<file path="config.mk">
export PLATFORM = sky130hd
export DESIGN_NAME = external_bus_grant_control
export DESIGN_NICKNAME = d
export VERILOG_FILES = /design/src/rtl/bus_grant_pkg.sv /design/src/rtl/external_bus_grant_control.sv /design/src/rtl/sync_2ff.sv
export VERILOG_INCLUDE_DIRS = /design/src /design/src/rtl
export SDC_FILE = /design/constraint.sdc
export NUM_CORES = 1
export LEC_CHECK = 0
export BUFFER_PORTS_ARGS = -buffer_cell sky130_fd_sc_hd__buf_2
export CORE_MARGIN = 5
export CORE_UTILIZATION = 48
export DETAILED_ROUTE_END_ITERATION = 10
export GPL_TIMING_DRIVEN = 1
export PLACE_DENSITY = 0.81
export SKIP_LAST_GASP = 1
export SYNTH_ARGS = -nofsm -noshare
export SYNTH_HDL_FRONTEND = slang
export SYNTH_SLANG_ARGS = --single-unit
</file>
<file path="constraint.sdc">
create_clock -name mclk -period 2.1 [get_ports mclk]
set_input_delay 0.105 -clock mclk [delete_from_list [all_inputs] [get_ports mclk]]
set_output_delay 0.105 -clock mclk [all_outputs]
set_load 0.02 [all_outputs]
</file>
<file path="src/rtl/bus_grant_defs.svh">
// constants for the external bus grant control
`ifndef BUS_GRANT_DEFS_SVH
`define BUS_GRANT_DEFS_SVH
`define SYNC_STAGES 2
`define ACT_HI 1'b1
`define ACT_LO 1'b0
`define PIN_COUNT 5
`define PIN_EMU_ON 4
`define PIN_REQ 3
`define PIN_EMU_REQ 2
`define PIN_RST 1
`define PIN_EMU_RST 0
`endif

</file>
<file path="src/rtl/bus_grant_pkg.sv">
// types for the external bus grant control
package bus_grant_pkg;
  typedef enum logic [3:0] {
    ST_RUN = 4'b0001,
    ST_ACCESS = 4'b0010,
    ST_GRANTED = 4'b0100,
    ST_HELD = 4'b1000
  } grant_state_t;
  typedef struct packed {
    logic req;
    logic rst;
  } pin_in_t;
  typedef struct packed {
    logic grant;
    logic grant_oe;
    logic emu_grant;
    logic stalled;
    logic float_bus;
    logic halt;
  } grant_out_t;
endpackage

</file>
<file path="src/rtl/external_bus_grant_control.sv">
// external bus grant arbiter for the processor memory bus
`timescale 1ns/100ps
`include "bus_grant_defs.svh"
module external_bus_grant_control
  import bus_grant_pkg::*;
(
  input wire logic mclk,
  input wire logic rst,
  input wire logic bus_request_n,
  input wire logic emulator_bus_request_n,
  input wire logic proc_reset,
  input wire logic emulator_reset,
  input wire logic emulator_enable,
  input wire logic run_while_granted,
  input wire logic access_active,
  input wire logic access_last,
  input wire logic access_needed,
  output logic bus_grant_n,
  output logic bus_grant_oe,
  output logic emulator_bus_grant_n,
  output logic grant_stalled_needs_bus_n,
  output logic mem_bus_oe,
  output logic core_halt,
  output logic core_reset
);
  // pin side inputs: both request lines, both resets, the enable strap
  logic [`PIN_COUNT-1:0] pins_raw;
  logic [`PIN_COUNT-1:0] pins_sync;
  pin_in_t sel;
  logic emu_on;
  grant_state_t state, next_state;
  grant_out_t outs, next_outs;
  logic granted;
  logic waiting;
  logic next_bus_grant_n;
  logic next_bus_grant_oe;
  logic next_emulator_bus_grant_n;
  logic next_grant_stalled_needs_bus_n;
  logic next_mem_bus_oe;
  logic next_core_halt;
  logic next_core_reset;

  // state decode shared by the next-state, output and check logic
  function automatic logic holds_bus(input grant_state_t s);
    return (s == ST_GRANTED) || (s == ST_HELD);
  endfunction

  function automatic logic mid_access(input logic active, input logic last);
    return active && !last;
  endfunction

  assign pins_raw = {emulator_enable, ~bus_request_n, ~emulator_bus_request_n, proc_reset, emulator_reset};

  sync_2ff #(.WIDTH(`PIN_COUNT)) u_sync (
    .mclk(mclk),
    .rst(rst),
    .d(pins_raw),
    .q(pins_sync)
  );

  assign emu_on = pins_sync[`PIN_EMU_ON];

  // all five pins share one synchroniser depth, so the selection never mixes ages
  always_comb begin
    sel.req = emu_on ? pins_sync[`PIN_EMU_REQ] : pins_sync[`PIN_REQ];
    sel.rst = emu_on ? pins_sync[`PIN_EMU_RST] : pins_sync[`PIN_RST];
  end

  // reset of this block is only power-on; the selected reset pin does not clear arbitration
  always_comb begin
    next_state = state;
    case (state)
      ST_RUN: begin
        // a request that meets the last access cycle is granted at the next edge
        if (mid_access(access_active, access_last)) begin
          next_state = ST_ACCESS;
        end else if (sel.req) begin
          next_state = ST_GRANTED;
        end
      end
      ST_ACCESS: begin
        // the access in flight always completes before the bus is handed over
        if (access_last) begin
          next_state = sel.req ? ST_GRANTED : ST_RUN;
        end
      end
      ST_GRANTED: begin
        if (!sel.req) begin
          next_state = ST_RUN;
        end else if (access_needed) begin
          next_state = ST_HELD;
        end
      end
      ST_HELD: begin
        if (!sel.req) begin
          next_state = ST_RUN;
        end
      end
      default: begin
        next_state = ST_RUN;
      end
    endcase
  end

  assign granted = holds_bus(next_state);
  assign waiting = (next_state == ST_HELD);

  always_comb begin
    next_outs.grant = granted;
    next_outs.grant_oe = !emu_on;
    next_outs.emu_grant = granted && emu_on;
    next_outs.stalled = waiting;
    next_outs.float_bus = granted;
    // option trades bus latency for throughput: core runs until it must touch the bus
    next_outs.halt = granted && (!run_while_granted || waiting);
  end

  always_ff @(posedge mclk or posedge rst) begin
    if (rst) begin
      state <= ST_RUN;
      outs <= '0;
    end else begin
      state <= next_state;
      outs <= next_outs;
    end
  end

  // pins leave from flops so the board never sees a decode glitch on grant or strobes
  always_comb begin
    next_bus_grant_n = !(next_outs.grant && !emu_on);
    next_bus_grant_oe = next_outs.grant_oe;
    next_emulator_bus_grant_n = !next_outs.emu_grant;
    next_grant_stalled_needs_bus_n = !next_outs.stalled;
    next_mem_bus_oe = !next_outs.float_bus;
    next_core_halt = next_outs.halt;
    // selected reset only passes through; it never clears the arbiter itself
    next_core_reset = sel.rst;
  end

  always_ff @(posedge mclk or posedge rst) begin
    if (rst) begin
      bus_grant_n <= `ACT_HI;
      bus_grant_oe <= `ACT_LO;
      emulator_bus_grant_n <= `ACT_HI;
      grant_stalled_needs_bus_n <= `ACT_HI;
      mem_bus_oe <= `ACT_HI;
      core_halt <= `ACT_LO;
      core_reset <= `ACT_HI;
    end else begin
      bus_grant_n <= next_bus_grant_n;
      bus_grant_oe <= next_bus_grant_oe;
      emulator_bus_grant_n <= next_emulator_bus_grant_n;
      grant_stalled_needs_bus_n <= next_grant_stalled_needs_bus_n;
      mem_bus_oe <= next_mem_bus_oe;
      core_halt <= next_core_halt;
      core_reset <= next_core_reset;
    end
  end
endmodule

</file>
<file path="src/rtl/sync_2ff.sv">
// two-stage level synchroniser, one per bit
`timescale 1ns/100ps
`include "bus_grant_defs.svh"
module sync_2ff #(
  parameter int WIDTH = 1
) (
  input wire logic mclk,
  input wire logic rst,
  input wire logic [WIDTH-1:0] d,
  output logic [WIDTH-1:0] q
);
  logic [WIDTH-1:0] stage [`SYNC_STAGES];
  logic [WIDTH-1:0] next_stage [`SYNC_STAGES];
  genvar i;
  always_comb begin
    next_stage[0] = d;
  end
  generate
    for (i = 1; i < `SYNC_STAGES; i++) begin : g_chain
      always_comb begin
        next_stage[i] = stage[i-1];
      end
    end
  endgenerate
  always_ff @(posedge mclk or posedge rst) begin
    if (rst) begin
      for (int k = 0; k < `SYNC_STAGES; k++) begin
        stage[k] <= '0;
      end
    end else begin
      stage <= next_stage;
    end
  end
  assign q = stage[`SYNC_STAGES-1];
endmodule

</file>
# Word level (Yosys, flattened, before mapping)
# Cells that the tools add are included.
word_totals:
  reg_bits: 21
classes:
  n_reduce_logical: 13
  n_mux: 10
  bitwise: 2
  n_eq_ne: 6
op_table:
  columns: ["cell", "count"]
  rows:
  - ["4-bit two-way mux", 6]
  - ["4-bit one-hot mux with 4 select lines", 1]
  - ["4-bit by 3-bit equality test with 1-bit output (second input constant)", 2]
  - ["4-bit equality test (second input constant)", 2]
  - ["1-bit logical NOT", 7]
  - ["4-bit by 1-bit equality test with 1-bit output (second input constant)", 1]
  - ["4-bit by 2-bit equality test with 1-bit output (second input constant)", 1]
  - ["1-bit logical AND", 4]
  - ["3-bit two-way mux", 1]
  - ["1-bit logical OR", 2]
  - ["1-bit two-way mux", 2]
  - ["1-bit NOT", 2]

# Logic depth before layout (Yosys ltp)
# Gate-level depths: netlist (run 1).
depth:
  depth_word: 8
  depth_mapped: 4
  depth_no_buf: 4

# Modules after synthesis
# From an unflattened synthesis (run 1), not the netlist that was laid out.
hier_totals:
  cells_unflattened: 56
  hier_area_um2: 753.2
modules_own_cells:
  columns: ["mod", "instances", "cells_each", "area_each_um2"]
  rows:
  - ["external_bus_grant_control", 1, 45, 499.2]
  - ["sync_2ff", 1, 11, 254.0]

# Least setup slack after synthesis (run 1)
# No wires, ideal clock.
synth_path:
  kind: "register to register"
  from: "register state[0]"
  to: "register core_halt"
  slack_ns: 0.846
  synth_period_minus_slack_ns: 1.254
  path_stages_with_launch: 5
  t_required_ns: 2.033
  n_path_buf: 0
  arrival_time_ns: 1.187
  cell_sequence: "dfstp_2 -> xor2_1 -> a21oi_1 -> o221ai_2 -> and3_1"
synth_between:
  elab_chain_cells: 6
  elab_cells_between_ends: 16
  classes_between: "eq/ne (6); mux (7); reduce/logical (3)"
synth_rtl:
  columns: ["item", "line", "text"]
  rows:
  - ["from (decl)", "external_bus_grant_control.sv:31", "grant_state_t state, next_state;"]
  - ["from (signal assigned)", "external_bus_grant_control.sv:123", "state <= next_state;"]
  - ["4-bit two-way mux, on equally long branches", "external_bus_grant_control.sv:90, external_bus_grant_control.sv:77", null]
  - ["4-bit two-way mux, on equally long branches", "external_bus_grant_control.sv:88, external_bus_grant_control.sv:75", null]
  - ["4-bit one-hot mux with 4 select lines *", "external_bus_grant_control.sv:72", "case (state)"]
  - ["4-bit by 3-bit equality test with 1-bit output or 4-bit equality test (tied branches)", "external_bus_grant_control.sv:45, external_bus_grant_control.sv:106", null]
  - ["1-bit logical OR, on equally long branches", "external_bus_grant_control.sv:45, external_bus_grant_control.sv:115", null]
  - ["1-bit logical AND *", "external_bus_grant_control.sv:115", "next_outs.halt = granted && (!run_while_granted || waiting);"]
  - ["via next_core_halt", "external_bus_grant_control.sv:40", "logic next_core_halt;"]
  - ["to (signal assigned)", "external_bus_grant_control.sv:147", "core_halt <= `ACT_LO;"]
  - ["to (signal assigned)", "external_bus_grant_control.sv:155", "core_halt <= next_core_halt;"]
  - ["to (decl)", "external_bus_grant_control.sv:23", "output logic core_halt,"]
# Mark *: on every way through the listed nets, which the timed path passes. The rest lies on a longest branch.

# Worst setup path in the final report (run 1)
# Ends and elaborated chain as after synthesis.

==> impl_metrics.json, run 1 <==
{
  "ios": 18,
  "fin_worst_skew_ps": 5.18,
  "fill_cells": 118,
  "max_cap_viol_count": 0,
  "n_antenna_cell": 0,
  "power.leakage_nw": 0.461,
  "grt_pass1_vias": 495,
  "mostFrequentLayoutCells": "buf_2 (17), dfrtp_1 (15), dlygate4sd3_1 (7)",
  "setup_viol_count_final": 0,
  "clockPowerShare": 0.195,
  "synth_top_area_cell": "dfrtp_1",
  "core_area_um2": 1490,
  "timing.hold.worst.class": "input port to flip-flop",
  "whs_endpoint": "state[2]",
  "worst_pin_slew_ps": 722,
  "synth.top_cell.area_share": 0.501,
  "critical_path_class": "flip-flop to flip-flop",
  "worstHoldPathCells": 3,
  "crit_fanout": 5,
  "yosys_warnings": 0,
  "cts_buffer_depth": 2,
  "internal-power_mw": 0.658,
  "rows": 14,
  "dp_hpwl_um": 823,
  "fin_hold_ws_ps": 94.4,
  "cts_tree": "done",
  "synth_edf_count": 0,
  "max_clock_freq_ghz": 0.748,
  "min_from": "access_needed",
  "syn_nets": 66,
  "final_common_cell": "buf_2",
  "power_density_nw_per_um2": 989,
  "ir_drop_v": 0.000633,
  "async_flop_share": 1.00,
  "pre_cts_ws_ps": 784,
  "grt_overflow": 0,
  "cts_max_level": 1,
  "die_area_um2": 2450,
  "synth_cell_type_count": 24,
  "r2r_slack_ps": 760,
  "power_frac_seq": 0.544,
  "synthCells": 55,
  "syn2layout_area_growth_pct": 27.0,
  "period_minus_slack_ps": 1340,
  "netlist_area_um2": 749,
  "timing.rr.end": "core_halt",
  "worstSetupStartpointType": "flip-flop",
  "worst_slack_ps": 763,
  "dr_wl_met2_um": 728,
  "wl_met3_um": 65,
  "status": "completed",
  "max_stage_delay_ps": 580,
  "die_x_um": 49.5,
  "vias_per_cell": 4.96,
  "grt_max_degree": 22,
  "portBuffers": 17,
  "cts.sinks": 21,
  "path_clk_slew_ps": 110,
  "initial_utilization": 0.503,
  "routedWlPerCell_um": 12.9,
  "avgSynthCellArea_um2": 13.6,
  "chipHeight_um": 49.5,
  "ys_seq_area_frac": 0.711,
  "critical-path-slowest-cell": "dfstp_2",
  "finalHoldViolCount": 0,
  "drtIter0Drc": 0,
  "antenna_found_initial": 0,
  "grt_usage": 0.120,
  "cts_buffers": 3,
  "worstReg2RegStart": "state[0]",
  "tns_ps": 0,
  "ys_seq_elements": 21,
  "p_switching_mw": 0.283,
  "drv_slew": 0,
  "critPathRequiredTime_ps": 2340,
  "vias": 491,
  "r2r_cells": 4,
  "synth_top_flop_cell": "dfrtp_1",
  "switching_share": 0.301,
  "dr.max_layer_used": "met4",
  "drive_gt1_frac": 0.386,
  "grt_pass1_wl_um": 2160,
  "rsz0062_at_grt": "false",
  "drtPass1Iterations": 1,
  "worstSkewPairLatency_ps": 290,
  "ant_nets": 0,
  "drt-total-wl_um": 1270,
  "nets": 95,
  "place.gp.congestion": 0.759,
  "arrival_ps": 1580,
  "wl_met1_um": 475,
  "comb_power_share": 0.261,
  "yosys-top-cells-area": "dfrtp_1 (50%), dfstp_2 (21%), inv_1 (2.5%)",
  "fin_crit_sh": 0.637,
  "post_cts_buffers": 0,
  "root_buffer": "clkbuf_4",
  "crit_path_end_kind": "flip-flop",
  "drc": 0,
  "crit_chain": "xor2_1 > a21oi_1 > o221ai_2 > and3_1",
  "slew_headroom": 0.518
}
-- kinds of logic (layout without fill, tap and decap cells) --
kind of cell	after synthesis	count (layout)	synth area share
buf+inv	5	33	0.0250
xor+xnor	1	1	0.0117
mux	2	2	0.0284
simple gates	17	17	0.137
compound gates	9	9	0.0868
flops	21	21	0.711
-- power groups by stage --
stage / Clock [mW] / Sequential [mW] / Combinational, mW
6_report: 0.184 / 0.512 / 0.246
5_1_grt: 0.207 / 0.524 / 0.275
4_1_cts: 0.189 / 0.511 / 0.247
3_5_place_dp: 0 / 0.519 / 0.237
3_3_place_gp: 0 / 0.515 / 0.233
2_1_floorplan: 0 / 0.545 / 0.154
-- how the worst max path moves through the flow --
stage	cells after the start	from	slack [ps]	endpoint
final	4	state[0]	760	core_halt
after CTS	4	state[0]	760	core_halt
after global routing	4	state[0]	660	core_halt
after detailed placement	4	state[0]	780	core_halt
after floorplan	4	state[0]	850	core_halt
after global placement	4	state[0]	810	core_halt
-- synth_stat cells (2+ instances only) --
| master | n |
|---|---|
| dfrtp_1 | 15 |
| nand2_1 | 5 |
| inv_1 | 5 |
| dfstp_2 | 6 |
| nor2b_1 | 2 |
| o21ai_0 | 2 |
| a21oi_1 | 3 |
-- layer usage --
metal  track usage  vias up
met4        0.0524        0
met3        0.0422        2
met5             0        -
met2         0.208       10
li1              -      241
met1         0.130      238
-- per-stage QoR --
step | std cells | area (um2) | power, mW | utilization
global route | 99 | 952 | 1.01 | 0.639
finish | 99 | 952 | 0.941 | 0.639
global placement | 88 | 855 | 0.748 | 0.574
floorplan | 55 | 749 | 0.699 | -
CTS | 99 | 952 | 0.948 | 0.639
detailed placement | 88 | 855 | 0.756 | 0.574
-- layout make-up --
cell class | instances | area [um2] | share of cell area
Multi-Input combinational cell | 29 | 198 | 0.208
Sequential cell | 21 | 533 | 0.560
Clock buffer | 3 | 22.5 | 0.0237
Tap cell | 16 | 20.0 | 0.0210
Inverter | 5 | 18.8 | 0.0197
Timing Repair Buffer | 24 | 155 | 0.163
Clock inverter | 1 | 5.00 | 0.00526
-- sequential cells by signal (all words and copies together) (netlist names) --
name,flops
core_reset,1
mem_bus_oe,1
state,4
bus_grant_oe,1
u_sync.next_stage,5
u_sync.q,5
bus_grant_n,1
grant_stalled_needs_bus_n,1
emulator_bus_grant_n,1
core_halt,1
-- what timing repair did --
action,CTS,global route
endpoints found under the setup margin,0,0
hold buffers,7,0
resized for setup,0,0
endpoints found under the hold margin,21,0
-- critical path: cells and delay by family (launching register included) --
kind	cells	cell delay, ps
DFF	1	580
xor gates and xnor gates	1	180
and+or+nand+nor	1	180
AOI/OAI and AO/OA	2	350
Note: power is estimated with default switching activity, not from simulation.
==> run 2, diff against run 1 <==
==> constraint.sdc (replaced) <==
create_clock -name mclk -period 1.33 [get_ports mclk]
set_input_delay 0.0665 -clock mclk [delete_from_list [all_inputs] [get_ports mclk]]
set_output_delay 0.0665 -clock mclk [all_outputs]
set_load 0.02 [all_outputs]
==> impl_metrics.json, run 2 (synthesized netlist as in run 1, its figures left out) <==
{
  "pre_cts_ws_ps": -15.3,
  "routedWlPerCell_um": 13.0,
  "grtUsageMet2": 0.219,
  "slew_headroom": 0.815,
  "core_area_um2": 1490,
  "root_buffer": "clkbuf_4",
  "die_x_um": 49.5,
  "worstSetupStartpointType": "flip-flop",
  "worstSkewPairLatency_ps": 300,
  "timing.hold.worst.class": "input port to flip-flop",
  "finalHoldViolCount": 0,
  "portBuffers": 17,
  "chipHeight_um": 49.5,
  "worst_pin_slew_ps": 269,
  "ant_nets": 0,
  "drtIter0Drc": 9,
  "dp_hpwl_um": 891,
  "syn2layout_area_growth_pct": 31.4,
  "cts_buffer_depth": 2,
  "top_usage_layer": "met2",
  "drtPass1Iterations": 4,
  "critPathRequiredTime_ps": 1560,
  "grt_overflow": 0,
  "nets": 97,
  "cts_max_level": 1,
  "vias": 509,
  "die_area_um2": 2450,
  "arrival_ps": 1580,
  "rows": 14,
  "vias_per_cell": 5.04,
  "n_antenna_cell": 0,
  "rsz0062_at_grt": "true",
  "cts.sinks": 21,
  "ir_drop_v": 0.000923,
  "grt_max_degree": 22,
  "violations": "setup timing",
  "drive_gt1_frac": 0.435,
  "post_cts_buffers": 0,
  "ios": 18,
  "drc": 0,
  "max_cap_viol_count": 0,
  "mostFrequentLayoutCells": "buf_2 (17), dfrtp_1 (15), dlygate4sd3_1 (7)",
  "cts_tree": "done",
  "grt_usage": 0.123,
  "grt_use_met3": 0.0392,
  "tns_ps": -22.8,
  "fin_util": 0.661,
  "cts_buffers": 3,
  "fin_worst_skew_ps": 1.24,
  "crit_fanout": 5,
  "use_met1": 0.122,
  "antenna_found_initial": 0,
  "final_area_um2": 985,
  "critical_path_class": "flip-flop to flip-flop",
  "placed_cells": 90,
  "grt_pass1_wl_um": 2220,
  "fin_hold_ws_ps": 55.1,
  "drt-total-wl_um": 1320,
  "final_common_cell": "buf_2",
  "place.gp.congestion": 0.768,
  "postPlaceCellArea_um2": 870,
  "power_density_nw_per_um2": 1580,
  "fin_cells": 101,
  "drv_slew": 0,
  "crit_path_end_kind": "flip-flop",
  "grt_pass1_vias": 537,
  "power_mw": 1.55,
  "status": "finished with violations",
  "power.leakage_nw": 0.473,
  "max_clock_freq_ghz": 0.739,
  "setup_viol_count_final": 1,
  "path_clk_slew_ps": 100,
  "fin_crit_sh": 1.02,
  "period_minus_slack_ps": 1350,
  "worst_slack_ps": -22.8,
  "initial_utilization": 0.503
}
run 2: power breakdown:
group          switching [mW]  internal [mW]  total (mW)  leakage [nW]
combinational           0.238          0.195       0.433         0.212
clock                   0.176          0.117       0.293        0.0150
sequential             0.0746          0.750       0.825         0.246
total                   0.488           1.06        1.55         0.473
run 2: what timing repair did:
action                                  in CTS  in global routing
endpoints found under the hold margin       21                  0
resized for setup                            3                  1
endpoints found under the setup margin       1                  6
pin swaps                                    3                  0
hold buffers                                 7                  0
run 2: path summary, 6_finish.rpt:
path | end | cells after the start | slack, ps | from
hold reg to reg | u_sync.q[3] | 0 | 360 | u_sync.next_stage[3]
setup reg to reg | state[0] | 4 | -20 | state[0]
max in group asynchronous | state[0] | 4 | 760 | rst
min in group asynchronous | u_sync.next_stage[4] | 4 | 310 | rst
hold / removal | state[2] | 3 | 60 | access_needed
setup / recovery | state[0] | 4 | -20 | state[0]
run 2: worst max-delay path: stages (launching register included):
cell and delay, ps:
dfstp_2 610, xor2_2 180, mux2i_1 130, o21ai_0 250, a21oi_1 110
run 2: final cells by class:
cell class	instances	area, um2
tap	16	20.0
clock buffer	4	26.3
multi-input combinational	29	216
fill	113	504
timing repair buffer	26	170
sequential	21	533
inverter	5	18.8
run 2: per-layer routing:
| metal | wire (um) | up-vias |
|---|---|---|
| met4 | 28 | 0 |
| met1 | 508 | 252 |
| met5 | 0 | - |
| met2 | 718 | 12 |
| met3 | 63 | 4 |
| li1 | - | 241 |
